--- config.mk ---
export PLATFORM = sky130hd
export DESIGN_NAME = fe_rx_pcs
export DESIGN_NICKNAME = d
export VERILOG_FILES = /design/src/shared/fe_pkg.sv /design/src/design/fe_fifo.sv /design/src/design/fe_rx_pcs.sv
export SDC_FILE = /design/constraint.sdc
export NUM_CORES = 1
export LEC_CHECK = 0
export BUFFER_PORTS_ARGS = -buffer_cell sky130_fd_sc_hd__buf_2
export CORE_MARGIN = 2
export CORE_UTILIZATION = 51
export CTS_BUF_LIST = sky130_fd_sc_hd__clkbuf_4 sky130_fd_sc_hd__clkbuf_8
export DETAILED_ROUTE_END_ITERATION = 7
export PLACE_DENSITY = 0.68
export SLEW_MARGIN = 5
export SYNTH_ARGS = -nofsm -noshare
export SYNTH_HDL_FRONTEND = slang
export SYNTH_SLANG_ARGS = --single-unit
--- constraint.sdc ---
create_clock -name clk -period 4.2 [get_ports clk]
set_clock_uncertainty 0.1 [all_clocks]
set_input_delay 0.42 -clock clk [delete_from_list [all_inputs] [get_ports clk]]
set_output_delay 0.42 -clock clk [all_outputs]
set_load 0.01 [all_outputs]
--- src/shared/fe_pkg.sv ---
// constants, types and code-group lookup for the fast ethernet receive pcs path
//
// Behaviour
// - transmit stage splits serial nrzi into two drive streams with alternating one events
// - at 100 Mb/s only three-level output exists; there is no binary option
// - signal detect stays low for short link pulses and fast link pulses
// - three-level line symbols become a binary nrzi stream before further decoding
// - nrzi stream becomes nrz and feeds the descrambler
// - serial bits are gathered into 5-bit groups for the pcs decoder
// - descrambler builds the remote key and xors it with each scrambled bit
// - twelve consecutive idle groups (five ones each) bring descrambler sync
// - on sync a hold timer counts down 722 us
// - 58 idle bit times within the period restart the hold timer
// - hold timer expiry drops sync, resets the descrambler and restarts acquisition
// - alignment takes descrambler output, or nrz bits directly when bypassed
// - alignment locks the group boundary on the pair 11000 10001
// - start pair after idle is handed to the mac as nibbles 0101 0101
// - after the start pair every group is looked up into a nibble
// - conversion stops on the end pair or on two idle groups
// - link goes up only after signal detect held 395 us
// - transmit and receive pcs stay disabled until the link is up
// - idle, start and end groups inside data decode as invalid with error
// - data groups use the standard sixteen-entry 4b/5b mapping
// - key comes from a closed-loop 11-bit lfsr matching the transmit scrambler
package fe_pkg;
  localparam int CLK_MHZ = 50;
  localparam int HOLD_US = 722;
  localparam int HOLD_CYC = HOLD_US * CLK_MHZ;
  localparam int LINK_US = 395;
  localparam int LINK_CYC = LINK_US * CLK_MHZ;
  localparam int SD_QUAL_NS = 200;
  localparam int SD_QUAL_CYC = (SD_QUAL_NS * CLK_MHZ + 999) / 1000;
  localparam int GRP_BITS = 5;
  localparam int SYNC_IDLES = 12;
  localparam int SYNC_ONES = SYNC_IDLES * GRP_BITS;
  localparam int IDLE_BITS = 58;
  localparam int LFSR_TAP_A = 10;
  localparam int LFSR_TAP_B = 8;
  localparam logic [10:0] LFSR_RST = 11'h000;
  localparam logic [4:0] CG_IDLE = 5'h1F;
  localparam logic [4:0] CG_J = 5'h18;
  localparam logic [4:0] CG_K = 5'h11;
  localparam logic [4:0] CG_T = 5'h0D;
  localparam logic [4:0] CG_R = 5'h07;
  localparam logic [3:0] NIB_PRE = 4'h5;
  localparam logic [3:0] NIB_ERR = 4'hE;
  localparam int FIFO_WIDTH = 5;
  localparam int FIFO_DEPTH = 16;

  typedef enum logic [2:0] {
    FE_DEC_IDLE = 3'b001,
    FE_DEC_PKT = 3'b010,
    FE_DEC_TERM = 3'b100
  } fe_dec_state_t;

  // returns {data_valid, nibble}; control and invalid groups give valid low
  function automatic logic [4:0] fe_dec5b(input logic [4:0] cg);
    case (cg)
      5'h1E: fe_dec5b = 5'h10;
      5'h09: fe_dec5b = 5'h11;
      5'h14: fe_dec5b = 5'h12;
      5'h15: fe_dec5b = 5'h13;
      5'h0A: fe_dec5b = 5'h14;
      5'h0B: fe_dec5b = 5'h15;
      5'h0E: fe_dec5b = 5'h16;
      5'h0F: fe_dec5b = 5'h17;
      5'h12: fe_dec5b = 5'h18;
      5'h13: fe_dec5b = 5'h19;
      5'h16: fe_dec5b = 5'h1A;
      5'h17: fe_dec5b = 5'h1B;
      5'h1A: fe_dec5b = 5'h1C;
      5'h1B: fe_dec5b = 5'h1D;
      5'h1C: fe_dec5b = 5'h1E;
      5'h1D: fe_dec5b = 5'h1F;
      default: fe_dec5b = {1'b0, NIB_ERR};
    endcase
  endfunction
endpackage

--- src/design/fe_fifo.sv ---
// synchronous valid/ready fifo with flip-flop storage
`timescale 1ns/1ns
module fe_fifo #(
  parameter int WIDTH = 5,
  parameter int DEPTH = 16
) (
  // clock and reset
  input wire logic clk,
  input wire logic srst,
  // fill side
  input wire logic in_valid,
  output logic in_ready,
  input wire logic [WIDTH-1:0] in_data,
  // drain side
  output logic out_valid,
  input wire logic out_ready,
  output logic [WIDTH-1:0] out_data
);
  localparam int AW = $clog2(DEPTH);

  logic [WIDTH-1:0] mem_r [DEPTH];
  logic [AW-1:0] wr_r;
  logic [AW-1:0] rd_r;
  logic [AW:0] cnt_r;
  logic do_wr;
  logic do_rd;

  // full and empty come straight from the occupancy count
  assign in_ready = (cnt_r != (AW+1)'(DEPTH));
  assign out_valid = (cnt_r != '0);
  assign out_data = mem_r[rd_r];
  assign do_wr = in_valid && in_ready;
  assign do_rd = out_valid && out_ready;

  // storage is written only, never reset, to keep it plain flops
  always_ff @(posedge clk) begin
    if (do_wr) begin
      mem_r[wr_r] <= in_data;
    end
  end

  // pointers wrap naturally since depth is a power of two
  always_ff @(posedge clk) begin
    if (srst) begin
      wr_r <= '0;
      rd_r <= '0;
      cnt_r <= '0;
    end else begin
      if (do_wr) begin
        wr_r <= wr_r + 1'b1;
      end
      if (do_rd) begin
        rd_r <= rd_r + 1'b1;
      end
      if (do_wr && !do_rd) begin
        cnt_r <= cnt_r + 1'b1;
      end else if (do_rd && !do_wr) begin
        cnt_r <= cnt_r - 1'b1;
      end
    end
  end
endmodule // fe_fifo

--- src/design/fe_rx_pcs.sv ---
// 100 Mb/s line decode, descrambler, alignment, 4b/5b decode and link monitor
`timescale 1ns/1ns
module fe_rx_pcs #(
  parameter int HOLD_CYC = fe_pkg::HOLD_CYC,
  parameter int LINK_CYC = fe_pkg::LINK_CYC
) (
  // clock and reset
  input wire logic clk,
  input wire logic srst,
  // equalised line symbol: 00 zero, 01 plus, 11 minus
  input wire logic [1:0] rx_sym,
  input wire logic sd_energy,
  // configuration
  input wire logic descr_bypass,
  // transmit line stage
  input wire logic tx_nrzi,
  output logic tx_drv_p,
  output logic tx_drv_n,
  // nibble stream to the mac
  output logic [3:0] mii_rxd,
  output logic mii_rx_er,
  output logic mii_rx_valid,
  input wire logic mii_rx_ready,
  // status
  output logic sig_det,
  output logic link_up,
  output logic descr_locked,
  output logic rx_overflow
);
  logic sig_det_r;
  logic [7:0] sd_run_r;
  logic link_up_r;
  logic [15:0] link_cnt_r;
  logic [1:0] sym_prev_r;
  logic nrzi_r;
  logic nrzi_prev_r;
  logic nrz;
  logic [10:0] lfsr_r;
  logic key;
  logic ud;
  logic synced_r;
  logic [5:0] ones_r;
  logic [15:0] hold_r;
  logic sbit;
  logic data_ok;
  logic [14:0] sh_r;
  logic [2:0] cnt_r;
  logic grp_stb;
  logic jk_hit;
  logic lock_go;
  fe_pkg::fe_dec_state_t st_r;
  logic pre2_r;
  logic idle1_r;
  logic [4:0] dec;
  logic push_v;
  logic [4:0] push_d;
  logic push_rdy;
  logic ovf_r;
  logic ph_r;
  logic drv_p_r;
  logic drv_n_r;
  logic [4:0] fifo_q;

  // signal detect needs energy longer than any link pulse burst
  always_ff @(posedge clk) begin
    if (srst || !sd_energy) begin
      sd_run_r <= '0;
      sig_det_r <= 1'b0;
    end else if (sd_run_r == 8'(fe_pkg::SD_QUAL_CYC - 1)) begin
      sig_det_r <= 1'b1;
    end else begin
      sd_run_r <= sd_run_r + 8'h01;
    end
  end

  // link monitor: qualification restarts on any drop of signal detect
  always_ff @(posedge clk) begin
    if (srst || !sig_det_r) begin
      link_cnt_r <= '0;
      link_up_r <= 1'b0;
    end else if (link_cnt_r == 16'(LINK_CYC - 1)) begin
      link_up_r <= 1'b1;
    end else begin
      link_cnt_r <= link_cnt_r + 16'h0001;
    end
  end

  // three-level to nrzi, then nrzi to nrz; a level change toggles nrzi
  always_ff @(posedge clk) begin
    if (srst) begin
      sym_prev_r <= 2'h0;
      nrzi_r <= 1'b0;
      nrzi_prev_r <= 1'b0;
    end else begin
      sym_prev_r <= rx_sym;
      nrzi_r <= nrzi_r ^ (rx_sym != sym_prev_r);
      nrzi_prev_r <= nrzi_r;
    end
  end
  assign nrz = nrzi_r ^ nrzi_prev_r;

  // descrambler key from the 11-bit register, xor recovers the plain bit
  assign key = lfsr_r[fe_pkg::LFSR_TAP_A] ^ lfsr_r[fe_pkg::LFSR_TAP_B];
  assign ud = nrz ^ key;

  // acquisition loads the register from the line assuming idle, then closes the loop;
  // the whole descrambler sits in reset while the link is down
  always_ff @(posedge clk) begin
    if (srst || !link_up_r) begin
      lfsr_r <= fe_pkg::LFSR_RST;
      synced_r <= 1'b0;
      ones_r <= '0;
      hold_r <= '0;
    end else if (synced_r && hold_r == 16'h0000) begin
      lfsr_r <= fe_pkg::LFSR_RST;
      synced_r <= 1'b0;
      ones_r <= '0;
    end else begin
      lfsr_r <= synced_r ? {lfsr_r[9:0], key} : {lfsr_r[9:0], ~nrz};
      ones_r <= !ud ? 6'h00 : (ones_r == 6'h3F) ? ones_r : ones_r + 6'h01;
      if (!synced_r) begin
        if (ud && ones_r == 6'(fe_pkg::SYNC_ONES - 1)) begin
          synced_r <= 1'b1;
          hold_r <= 16'(HOLD_CYC);
        end
      end else if (ud && ones_r == 6'(fe_pkg::IDLE_BITS - 1)) begin
        hold_r <= 16'(HOLD_CYC);
      end else begin
        hold_r <= hold_r - 16'h0001;
      end
    end
  end

  // alignment source is the descrambler or, when bypassed, the raw nrz bit
  assign sbit = descr_bypass ? nrz : ud;
  assign data_ok = link_up_r && (descr_bypass || synced_r);
  assign jk_hit = (sh_r[9:0] == {fe_pkg::CG_J, fe_pkg::CG_K});
  assign lock_go = (st_r == fe_pkg::FE_DEC_IDLE) && data_ok && jk_hit
    && (sh_r[14:10] == fe_pkg::CG_IDLE);
  assign grp_stb = (st_r != fe_pkg::FE_DEC_IDLE) && (cnt_r == 3'h4);

  // serial to parallel: free-running 5-bit framing, re-phased on the start pair
  always_ff @(posedge clk) begin
    if (srst) begin
      sh_r <= '0;
      cnt_r <= 3'h0;
    end else begin
      sh_r <= {sh_r[13:0], sbit};
      if (lock_go || cnt_r == 3'h4) begin
        cnt_r <= 3'h0;
      end else begin
        cnt_r <= cnt_r + 3'h1;
      end
    end
  end

  assign dec = fe_pkg::fe_dec5b(sh_r[4:0]);

  // packet decode state; the boundary stays locked until the packet ends
  always_ff @(posedge clk) begin
    if (srst || !data_ok) begin
      st_r <= fe_pkg::FE_DEC_IDLE;
      idle1_r <= 1'b0;
    end else begin
      case (st_r)
        fe_pkg::FE_DEC_IDLE: begin
          idle1_r <= 1'b0;
          if (lock_go) begin
            st_r <= fe_pkg::FE_DEC_PKT;
          end
        end
        fe_pkg::FE_DEC_PKT: begin
          if (grp_stb) begin
            idle1_r <= (sh_r[4:0] == fe_pkg::CG_IDLE);
            if (sh_r[4:0] == fe_pkg::CG_IDLE && idle1_r) begin
              st_r <= fe_pkg::FE_DEC_IDLE;
            end else if (sh_r[4:0] == fe_pkg::CG_T) begin
              st_r <= fe_pkg::FE_DEC_TERM;
            end
          end
        end
        fe_pkg::FE_DEC_TERM: begin
          if (grp_stb) begin
            idle1_r <= 1'b0;
            st_r <= (sh_r[4:0] == fe_pkg::CG_R) ? fe_pkg::FE_DEC_IDLE : fe_pkg::FE_DEC_PKT;
          end
        end
        default: st_r <= fe_pkg::FE_DEC_IDLE;
      endcase
    end
  end

  // second preamble nibble follows the first by one cycle
  always_ff @(posedge clk) begin
    if (srst) begin
      pre2_r <= 1'b0;
    end else begin
      pre2_r <= lock_go;
    end
  end

  // nibble push: preamble pair, data lookup, or error for stray control groups;
  // a lone T that is not followed by R is reported as one error nibble
  always_comb begin
    push_v = 1'b0;
    push_d = {1'b0, fe_pkg::NIB_PRE};
    if (lock_go || pre2_r) begin
      push_v = 1'b1;
    end else if (grp_stb && st_r == fe_pkg::FE_DEC_PKT) begin
      if (dec[4]) begin
        push_v = 1'b1;
        push_d = {1'b0, dec[3:0]};
      end else if (sh_r[4:0] != fe_pkg::CG_T && !(idle1_r && sh_r[4:0] == fe_pkg::CG_IDLE)) begin
        push_v = 1'b1;
        push_d = {1'b1, fe_pkg::NIB_ERR};
      end
    end else if (grp_stb && st_r == fe_pkg::FE_DEC_TERM && sh_r[4:0] != fe_pkg::CG_R) begin
      push_v = 1'b1;
      push_d = {1'b1, fe_pkg::NIB_ERR};
    end
  end

  // a line stream cannot wait, so a full fifo drops the nibble and is latched
  always_ff @(posedge clk) begin
    if (srst) begin
      ovf_r <= 1'b0;
    end else if (push_v && !push_rdy) begin
      ovf_r <= 1'b1;
    end
  end

  fe_fifo #(
    .WIDTH(fe_pkg::FIFO_WIDTH),
    .DEPTH(fe_pkg::FIFO_DEPTH)
  ) u_fifo (
    .clk(clk),
    .srst(srst),
    .in_valid(push_v),
    .in_ready(push_rdy),
    .in_data(push_d),
    .out_valid(mii_rx_valid),
    .out_ready(mii_rx_ready),
    .out_data(fifo_q)
  );

  // transmit line stage: ones alternate between the two driver phases,
  // only the three-level form exists and it stays quiet while the link is down
  always_ff @(posedge clk) begin
    if (srst || !link_up_r) begin
      ph_r <= 1'b0;
      drv_p_r <= 1'b0;
      drv_n_r <= 1'b0;
    end else begin
      drv_p_r <= tx_nrzi && !ph_r;
      drv_n_r <= tx_nrzi && ph_r;
      if (tx_nrzi) begin
        ph_r <= ~ph_r;
      end
    end
  end

  assign tx_drv_p = drv_p_r;
  assign tx_drv_n = drv_n_r;
  assign mii_rxd = fifo_q[3:0];
  assign mii_rx_er = fifo_q[4];
  assign sig_det = sig_det_r;
  assign link_up = link_up_r;
  assign descr_locked = synced_r;
  assign rx_overflow = ovf_r;

  // checking helpers
  logic last_p_r;
  always_ff @(posedge clk) begin
    if (srst || !link_up_r) begin
      last_p_r <= 1'b0;
    end else if (drv_p_r || drv_n_r) begin
      last_p_r <= drv_p_r;
    end
  end
endmodule // fe_rx_pcs

==> impl_metrics.yaml, run 1 <==
worst_setup_path:
  cp_top_family: "simple AND/OR/NAND/NOR gates"
  worst_path_max_delay_cell: "dfxtp_1"
  crit_chain: "or3b_4 > nor4_4 > a21oi_2 > a21boi_2 > ha_1 > inv_1 > fa_1 > a21o_1 > a21oi_1 > xnor2_1 > or3_1 > a21oi_1"
  max_fo_critical_path: 6
  setup.worst_path.start_class: "flip-flop"
  crit_arrival_ns: 3.64
  reg2reg_from: "st_r[0]"
  critPathKind: "reg -> reg"
  data_required_critical_path_ns: 4.51
  worst_setup_path_startpoint: "st_r[0]"
  crit_end_element: "flip-flop"
  critPathMostFrequentCell: "a21oi_1"
  crit_buf_inv: 1
  max_stage_delay_on_crit_path_ns: 0.44
cts:
  post_cts_buffers: 0
  path_clk_slew_ns: 0.11
  clk_latency_ns: 0.47
  number_of_buffers_created_by_cts: 17
  clock_tree.htree_level_count: 4
  maximum_buffer_depth_of_the_clock_tree: 2
  cts-resized-gates: 0
  count_of_hold_fix_buffers_inserted_at_cts: 0
  cts_tree: "done"
  clock-root-buffer: "clkbuf_8"
  clock_sinks: 193
final_layout:
  postLayoutCoreUtil_pct: 56.3
  layout-drive-gt1-share_pct: 14.0
  layout-area-overhead-vs-synth_pct: 8.09
  stdcell_count: 942
  num_antenna_cells: 0
  nNetsFinal: 740
logic_synthesis:
  synth_edf_count: 80
  ys_ff_latch: 193
  synth_cell_type_count: 70
  synth_flop_cell: "dfxtp_1"
  synth_area_um2: 8240
  yosysTopAreaCell: "edfxtp_1"
  synth_fp_nets: 725
  synth_seq_area_share_pct: 56.6
  syn_area_per_cell_um2: 11.8
  post_synth_inst_count: 698
  synth_area_leaders: "edfxtp_1, dfxtp_1, mux4_2"
  yosysWarnings: 0
  synth-async-reset-ratio_pct: 0
  synth_top_cell_area_share_pct: 29.1
die:
  core-area_um2: 15800
  die_h_um: 131
  fp-row-count: 46
  boundaryPins: 20
  initial_core_util_pct: 52.1
  floorplan.die_area_um2: 17200
  fp.dieW_um: 131
drt:
  detailedRoute.firstPassIterationCount: 5
  wire_per_inst_um: 16.0
  via_count: 5298
  avgViaCountPerCell: 5.62
  route.antenna.remaining_nets: 0
  total_detailed_routing_wirelength_mm: 15.1
  count_of_unresolved_drc_violations_after_routing: 0
  drt_iter0_markers: 267
grt:
  grt_pass1_vias: 5191
  global_route_wire_length_before_repair_mm: 25.3
  global_route.overflow_total: 0
  maximum_number_of_pins_on_one_net_before_global_route_repair: 40
  antenna_found_initial: 0
  globalRouteTotalUtil_pct: 18.2
timing:
  rsz0062_at_grt: "no"
  finalHoldViolations: 0
  finalCritPeriodShare_pct: 79.2
  fin_crit_ns: 3.33
  worst-slew-pin-transition_ns: 1.21
  slew_headroom_pct: 19.3
  finalSetupTns_ns: 0
  slew_violations: 0
  clock.fmax_mhz: 301
  timing.final.ws_setup_ns: 0.873
  setup_violations: 0
min_path:
  hp-start: "tx_nrzi"
  worstHoldPathType: "in -> reg"
run_status:
  outcome: "finished, final reports clean"
place:
  dpl.cell_count: 910
  io_buffer_count: 19
  post-place-ws_ns: 0.907
  globalplace.congestion: 0.810
  detailedPlacementHpwl_mm: 10.4
power_and_ir_drop:
  power.leakage_uw: 0.00295
  irDropWorstVdd_mv: 0.182
  cellPowerDensity_nw_per_um2: 361
  total_power_uw: 3210
job:
  timing.max_cap.violations: 0
## sequential cells by signal (all words and copies together) (netlist names), 6 cells and up, named ones only
register / flops
lfsr_r: 11
link_cnt_r: 16
sh_r: 15
u_fifo.mem_r: 80
hold_r: 16
sd_run_r: 8
ones_r: 6
## worst reg2reg max path, delay by kind of cell, from the launching register on
kind / cells / cell delay, ns
AND/OR/NAND/NOR: 3 / 1.10
AO/OA/AOI/OAI: 5 / 0.82
adder cells (fa/ha/maj): 2 / 0.63
flip-flops: 1 / 0.44
buffers and inverters: 1 / 0.11
XOR/XNOR: 1 / 0.09
## per-stage QoR
step / hold slack [ns] / instance area, µm²
floorplan: 0.306 / 8240
global placement: 0.308 / 8520
detailed placement: 0.316 / 8520
CTS: 0.0579 / 8910
global route: 0.0628 / 8910
finish: 0.0825 / 8910
## logic make-up after synthesis
group                    Yosys count  synth area share [%]
adder cells (fa/ha/maj)           19                  2.97
AO/OA/AOI/OAI                    113                  9.26
XOR/XNOR                          37                  4.20
flip-flops                       193                  56.6
AND/OR/NAND/NOR                  256                  16.9
buffers and inverters             49                  2.46
multiplexers                      31                  7.60
## layout make-up
| class | count | area [µm²] |
|---|---|---|
| repair buffers | 24 | 133 |
| fillers | 1312 | 6920 |
| well taps | 216 | 270 |
| clock inverters | 15 | 154 |
| clock buffers | 17 | 234 |
| flip-flops and latches | 193 | 4660 |
| multi-input cells | 456 | 3380 |
| inverters | 21 | 78.8 |
## cell usage in the layout, fill, tap and decap left out, drive strengths merged, types with 9 or more instances in the layout
cell type | netlist | layout
a21oi | 37 | 37
and2 | 22 | 22
and3 | 22 | 22
buf | 11 | 24
clkbuf | 17 | 17
dfxtp | 113 | 113
edfxtp | 80 | 80
ha | 18 | 18
inv | 21 | 33
mux4 | 25 | 25
nand2 | 28 | 28
nand3 | 28 | 28
nor2 | 65 | 65
nor2b | 21 | 21
nor3 | 16 | 16
nor4 | 9 | 9
o21ai | 27 | 27
or3 | 9 | 9
xnor2 | 22 | 22
xor2 | 15 | 15
## worst paths after layout
path / end / slack, ns / depth (start not counted)
max: u_fifo.cnt_r[4] / 0.87 / 12
min: tx_drv_p / 0.08 / 3
max reg2reg: u_fifo.cnt_r[4] / 0.87 / 12
min reg2reg: lfsr_r[3] / 0.34 / 1
## cell usage after synthesis, types with 3 or more instances
master,number
dfxtp_1,113
xor2_1,12
or2_2,3
and2_1,22
ha_1,18
nor4_1,6
a211oi_1,6
o21a_1,5
nand3_1,28
inv_1,20
mux2i_1,3
xnor2_1,22
buf_2,6
nand4_1,7
nand2_1,28
a21o_1,3
a31oi_1,5
xor2_2,3
o2111a_1,3
mux4_2,25
and3_1,22
buf_4,3
nand4b_1,4
o21ai_0,26
nor3b_1,4
nor2b_1,21
clkbuf_1,17
edfxtp_1,80
nand2b_1,4
nor3_1,16
nor2_1,65
a2bb2oi_1,3
or3_1,9
a21oi_1,35
o311ai_0,3
## routing by layer
| metal | global-route usage (%) | wire [µm] | up-vias |
|---|---|---|---|
| met1 | 23.0 | 6770 | 2561 |
| met2 | 31.1 | 7590 | 121 |
| li1 | - | - | 2598 |
| met4 | 6.52 | 226 | 0 |
| met3 | 4.01 | 522 | 18 |
| met5 | 0 | 0 | - |
## report_power, final
part	internal (µW)	switching [µW]
registers	1950	15.6
clock network	453	722
logic	30.8	47.2
total	2430	785
No activity file was read; power rests on OpenSTA's default activity.
==> inputs of run 2 (changes only) <==
==> constraint.sdc (replaced) <==
create_clock -name clk -period 3.39 [get_ports clk]
set_clock_uncertainty 0.1 [all_clocks]
set_input_delay 0.339 -clock clk [delete_from_list [all_inputs] [get_ports clk]]
set_output_delay 0.339 -clock clk [all_outputs]
set_load 0.01 [all_outputs]
==> impl_metrics.yaml, run 2 (same netlist as run 1, synthesis figures left out) <==
place:
  io_buffer_count: 19
  detailedPlacementHpwl_mm: 10.6
  dpl.cell_count: 919
  globalplace.congestion: 0.827
final_layout:
  num_antenna_cells: 0
  largest_register_ff_count: 80
  layout-area-overhead-vs-synth_pct: 10.1
  layout_commonest_cell: "dfxtp_1"
  largestRegisters: "u_fifo.mem_r: 80 flops, hold_r: 16 flops, link_cnt_r: 16 flops"
  stdcell_count: 955
  layout-drive-gt1-share_pct: 16.0
  nNetsFinal: 753
  fillerInstances: 1260
  mostFrequentLayoutCells: "dfxtp_1, edfxtp_1, nor2_1"
  regMostFlops: "u_fifo.mem_r"
timing:
  slew_headroom_pct: 52.2
  finalHoldViolations: 0
  worst-slew-pin-transition_ns: 0.714
  finalCritPeriodShare_pct: 95.3
  setup_violations: 0
  clock.fmax_mhz: 310
  finalSetupTns_ns: 0
  rsz0062_at_grt: "no"
  fin_crit_ns: 3.23
  slew_violations: 0
min_path:
  worstHoldPathType: "in -> reg"
power_and_ir_drop:
  power.leakage_uw: 0.00302
  cellPowerDensity_nw_per_um2: 449
  irDropWorstVdd_mv: 0.333
die:
  initial_core_util_pct: 52.1
  die_h_um: 131
  boundaryPins: 20
  floorplan.die_area_um2: 17200
  fp-row-count: 46
  core-area_um2: 15800
  fp.dieW_um: 131
worst_setup_path:
  crit_end_element: "flip-flop"
  max_fo_critical_path: 4
  critPathKind: "reg -> reg"
  crit_arrival_ns: 3.52
  setup.worst_path.start_class: "flip-flop"
  data_required_critical_path_ns: 3.68
drt:
  route.antenna.remaining_nets: 0
  detailedRoute.firstPassIterationCount: 4
  wire_per_inst_um: 16.5
  drt_iter0_markers: 341
  avgViaCountPerCell: 5.66
  via_count: 5403
  count_of_unresolved_drc_violations_after_routing: 0
  total_detailed_routing_wirelength_mm: 15.8
grt:
  global_route.overflow_total: 0
  antenna_found_initial: 0
  grt_pass1_vias: 5322
  maximum_number_of_pins_on_one_net_before_global_route_repair: 40
  globalRouteTotalUtil_pct: 19.0
  global_route_wire_length_before_repair_mm: 26.5
cts:
  maximum_buffer_depth_of_the_clock_tree: 2
  cts_tree: "done"
  clock-root-buffer: "clkbuf_8"
  clock_sinks: 193
  clock_tree.htree_level_count: 4
  path_clk_slew_ns: 0.09
  clk_latency_ns: 0.46
  number_of_buffers_created_by_cts: 17
run_status:
  outcome: "finished, final reports clean"
job:
  timing.max_cap.violations: 0
==> run 2: layer usage <==
metal | global-route usage [%] | up-vias | share of wire (%)
met5 | 0 | - | 0
met4 | 7.19 | 0 | 1.7
met3 | 4.28 | 24 | 3.6
met2 | 31.1 | 124 | 50
met1 | 24.9 | 2625 | 45
li1 | - | 2630 | -
==> run 2: power by group <==
group	leakage, µW	internal (µW)	total, µW	switching, µW
Sequential	0.00152	2410	2430	19.0
Combinational	0.00129	40.8	101	59.8
Clock	0.000208	757	1540	785
==> run 2: final timing paths <==
path | slack [ns] | depth (start not counted) | end | start
setup / recovery | 0.16 | 12 | u_fifo.cnt_r[4] | sh_r[5]
hold reg to reg | 0.34 | 1 | lfsr_r[1] | lfsr_r[0]
hold / removal | 0.09 | 3 | u_fifo.rd_r[1] | mii_rx_ready
setup reg to reg | 0.16 | 12 | u_fifo.cnt_r[4] | sh_r[5]
==> run 2: through the flow <==
stage               setup WS, ns  hold WS, ns  utilization (%)  instance area (µm²)  power, µW
finish                     0.160       0.0932             57.3                 9070       4070
global route              0.0125       0.0760             57.3                 9070       4230
CTS                       0.0422       0.0554             57.1                 9030       4110
detailed placement        0.0903        0.320             54.3                 8590       2580
global placement           0.210        0.309             54.3                 8590       2570
floorplan                  0.111        0.306                -                 8240       2550
==> run 2: final cells by class <==
type                       instances  area [µm²]  area share (%)
clock buffer                      19         255            2.81
clock inverter                    13         158            1.74
inverter                          21        78.8           0.869
multi-input combinational        456        3410            37.6
sequential                       193        4670            51.4
tap                              216         270            2.98
timing repair buffer              37         238            2.62
==> run 2: critical path, cell delays in order, from the launching register on <==
cell	delay, ns
dfxtp_1	0.33
or4b_4	0.55
nor4_4	0.41
a21oi_4	0.12
a21boi_2	0.16
ha_2	0.22
inv_2	0.07
fa_2	0.35
a21o_1	0.17
a21oi_2	0.15
xnor2_1	0.08
or3_1	0.30
a21oi_1	0.15
==> run 2: what timing repair did <==
action | in CTS | in global routing
hold buffers | 3 | 0
endpoints found under the hold margin | 3 | 0
resized for setup | 0 | 8
buffers inserted | 0 | 1
setup endpoints to repair | 0 | 1
==> inputs of run 3 (changes only) <==
--- a/config.mk
+++ b/config.mk
@@ -7,10 +7,11 @@
 export LEC_CHECK = 0
 export BUFFER_PORTS_ARGS = -buffer_cell sky130_fd_sc_hd__buf_2
 export CORE_MARGIN = 2
-export CORE_UTILIZATION = 51
+export CORE_UTILIZATION = 40
 export CTS_BUF_LIST = sky130_fd_sc_hd__clkbuf_4 sky130_fd_sc_hd__clkbuf_8
 export DETAILED_ROUTE_END_ITERATION = 7
-export PLACE_DENSITY = 0.68
+export MAX_ROUTING_LAYER = met4
+export PLACE_DENSITY = 0.56
 export SLEW_MARGIN = 5
 export SYNTH_ARGS = -nofsm -noshare
 export SYNTH_HDL_FRONTEND = slang
==> impl_metrics.yaml, run 3 (same netlist as run 1, synthesis figures left out) <==
run_status:
  outcome: "finished, final reports clean"
timing:
  finalSetupTns_ns: 0
  whs_ns: 0.0934
  slew_headroom_pct: 19.5
  worst-slew-pin-transition_ns: 1.21
  fin_crit_ns: 3.23
  finalHoldViolations: 0
  setup_violations: 0
  finalCritPeriodShare_pct: 95.2
  slew_violations: 0
  rsz0062_at_grt: "no"
  clock.fmax_mhz: 310
grt:
  global_route_wire_length_before_repair_mm: 27.2
  maximum_number_of_pins_on_one_net_before_global_route_repair: 40
  antenna_found_initial: 0
  global_route.overflow_total: 0
  globalRouteTotalUtil_pct: 16.1
  grt_pass1_vias: 5369
power_and_ir_drop:
  power.internal_uw: 3260
  cellPowerDensity_nw_per_um2: 453
  power.share.sequential_pct: 58.5
  power.leakage_uw: 0.00303
  p_sw_share_pct: 21.2
  irDropWorstVdd_mv: 0.220
  switchingPower_uw: 880
  proportion_of_power_drawn_by_the_clock_network_pct: 38.9
  total_power_uw: 4140
  power_frac_comb_pct: 2.6
final_layout:
  largest_register_ff_count: 80
  regMostFlops: "u_fifo.mem_r"
  largestRegisters: "u_fifo.mem_r: 80 flops, hold_r: 16 flops, link_cnt_r: 16 flops"
  num_antenna_cells: 0
  fillerInstances: 1831
  layout-drive-gt1-share_pct: 15.6
  layout-area-overhead-vs-synth_pct: 10.9
  nNetsFinal: 752
  mostFrequentLayoutCells: "dfxtp_1, edfxtp_1, nor2_1"
  layout_commonest_cell: "dfxtp_1"
  stdcell_count: 1007
die:
  fp.dieW_um: 148
  die_h_um: 148
  initial_core_util_pct: 40.7
  core-area_um2: 20200
  floorplan.die_area_um2: 21800
  boundaryPins: 20
  fp-row-count: 52
cts:
  clk_latency_ns: 0.47
  clock-root-buffer: "clkbuf_8"
  cts_tree: "done"
  maximum_buffer_depth_of_the_clock_tree: 2
  path_clk_slew_ns: 0.09
  clock_tree.htree_level_count: 4
  number_of_buffers_created_by_cts: 17
  clock_sinks: 193
worst_setup_path:
  data_required_critical_path_ns: 3.68
  max_stage_delay_on_crit_path_ns: 0.54
  crit_arrival_ns: 3.52
  cp_top_family: "simple AND/OR/NAND/NOR gates"
  crit_chain: "or4b_4 > nor4_4 > a21oi_4 > a21boi_2 > ha_2 > inv_1 > fa_2 > a21o_1 > a21oi_2 > xnor2_1 > or3_1 > a21oi_1"
  worst_path_max_delay_cell: "or4b_4"
  crit_end_element: "flip-flop"
  crit_buf_inv: 1
  critPathKind: "reg -> reg"
  setup.worst_path.start_class: "flip-flop"
  max_fo_critical_path: 4
min_path:
  worstHoldPathType: "in -> reg"
drt:
  total_detailed_routing_wirelength_mm: 15.9
  detailedRoute.firstPassIterationCount: 4
  count_of_unresolved_drc_violations_after_routing: 0
  route.antenna.remaining_nets: 0
  via_count: 5299
  avgViaCountPerCell: 5.26
  wire_per_inst_um: 15.8
  drt_iter0_markers: 323
job:
  timing.max_cap.violations: 0
place:
  detailedPlacementHpwl_mm: 10.9
  dpl.cell_count: 971
  globalplace.congestion: 0.817
  io_buffer_count: 19
[run 3: what timing repair did]
action                                  in CTS  in global routing
setup buffers                                0                  1
gates resized for setup                      0                  6
endpoints found under the hold margin        3                  0
endpoints found under the setup margin       0                  1
hold buffers                                 3                  0
[run 3: routing by layer]
metal	vias up	global-route usage, %	part of all wire, %
li1	2612	-	-
met1	2589	20.4	46
met2	79	26.3	49
met3	19	3.15	3.3
met4	0	5.05	1.4
met5	-	-	0
[run 3: power groups by stage]
stage               sequential (µW)  clock, µW  combinational [µW]
global route                   2430       1740                 122
global placement               2480          0                 103
detailed placement             2480          0                 106
finish                         2420       1610                 108
floorplan                      2470          0                78.2
CTS                            2420       1650                 109
[run 3: path summary, 6_finish.rpt]
check	start	cells past startpoint	slack [ns]	endpoint
min reg2reg	lfsr_r[1]	1	0.33	lfsr_r[2]
min	mii_rx_ready	3	0.09	u_fifo.rd_r[1]
max	sh_r[5]	12	0.16	u_fifo.cnt_r[4]
max reg2reg	sh_r[5]	12	0.16	u_fifo.cnt_r[4]
[run 3: layout make-up]
class / instances / area [µm²] / area share [%]
clock buffer: 19 / 262 / 2.86
tap: 270 / 338 / 3.69
timing repair buffer: 36 / 230 / 2.52
sequential: 193 / 4660 / 51.0
clock inverter: 12 / 169 / 1.85
inverter: 21 / 78.8 / 0.862
multi-input combinational: 456 / 3400 / 37.2
[run 3: stage by stage]
stage / worst slack (ns) / cell area (µm²) / util (%)
global placement: 0.244 / 8640 / 42.7
global route: 0.0131 / 9150 / 45.2
CTS: 0.0928 / 9100 / 45.0
finish: 0.162 / 9150 / 45.2
floorplan: 0.111 / 8240 / -
detailed placement: 0.117 / 8640 / 42.7
[run 3: tightest hold or removal path, stage by stage]
cell and delay [ns]:
buf_2 0.11, nand3_1 0.08, a21oi_1 0.07
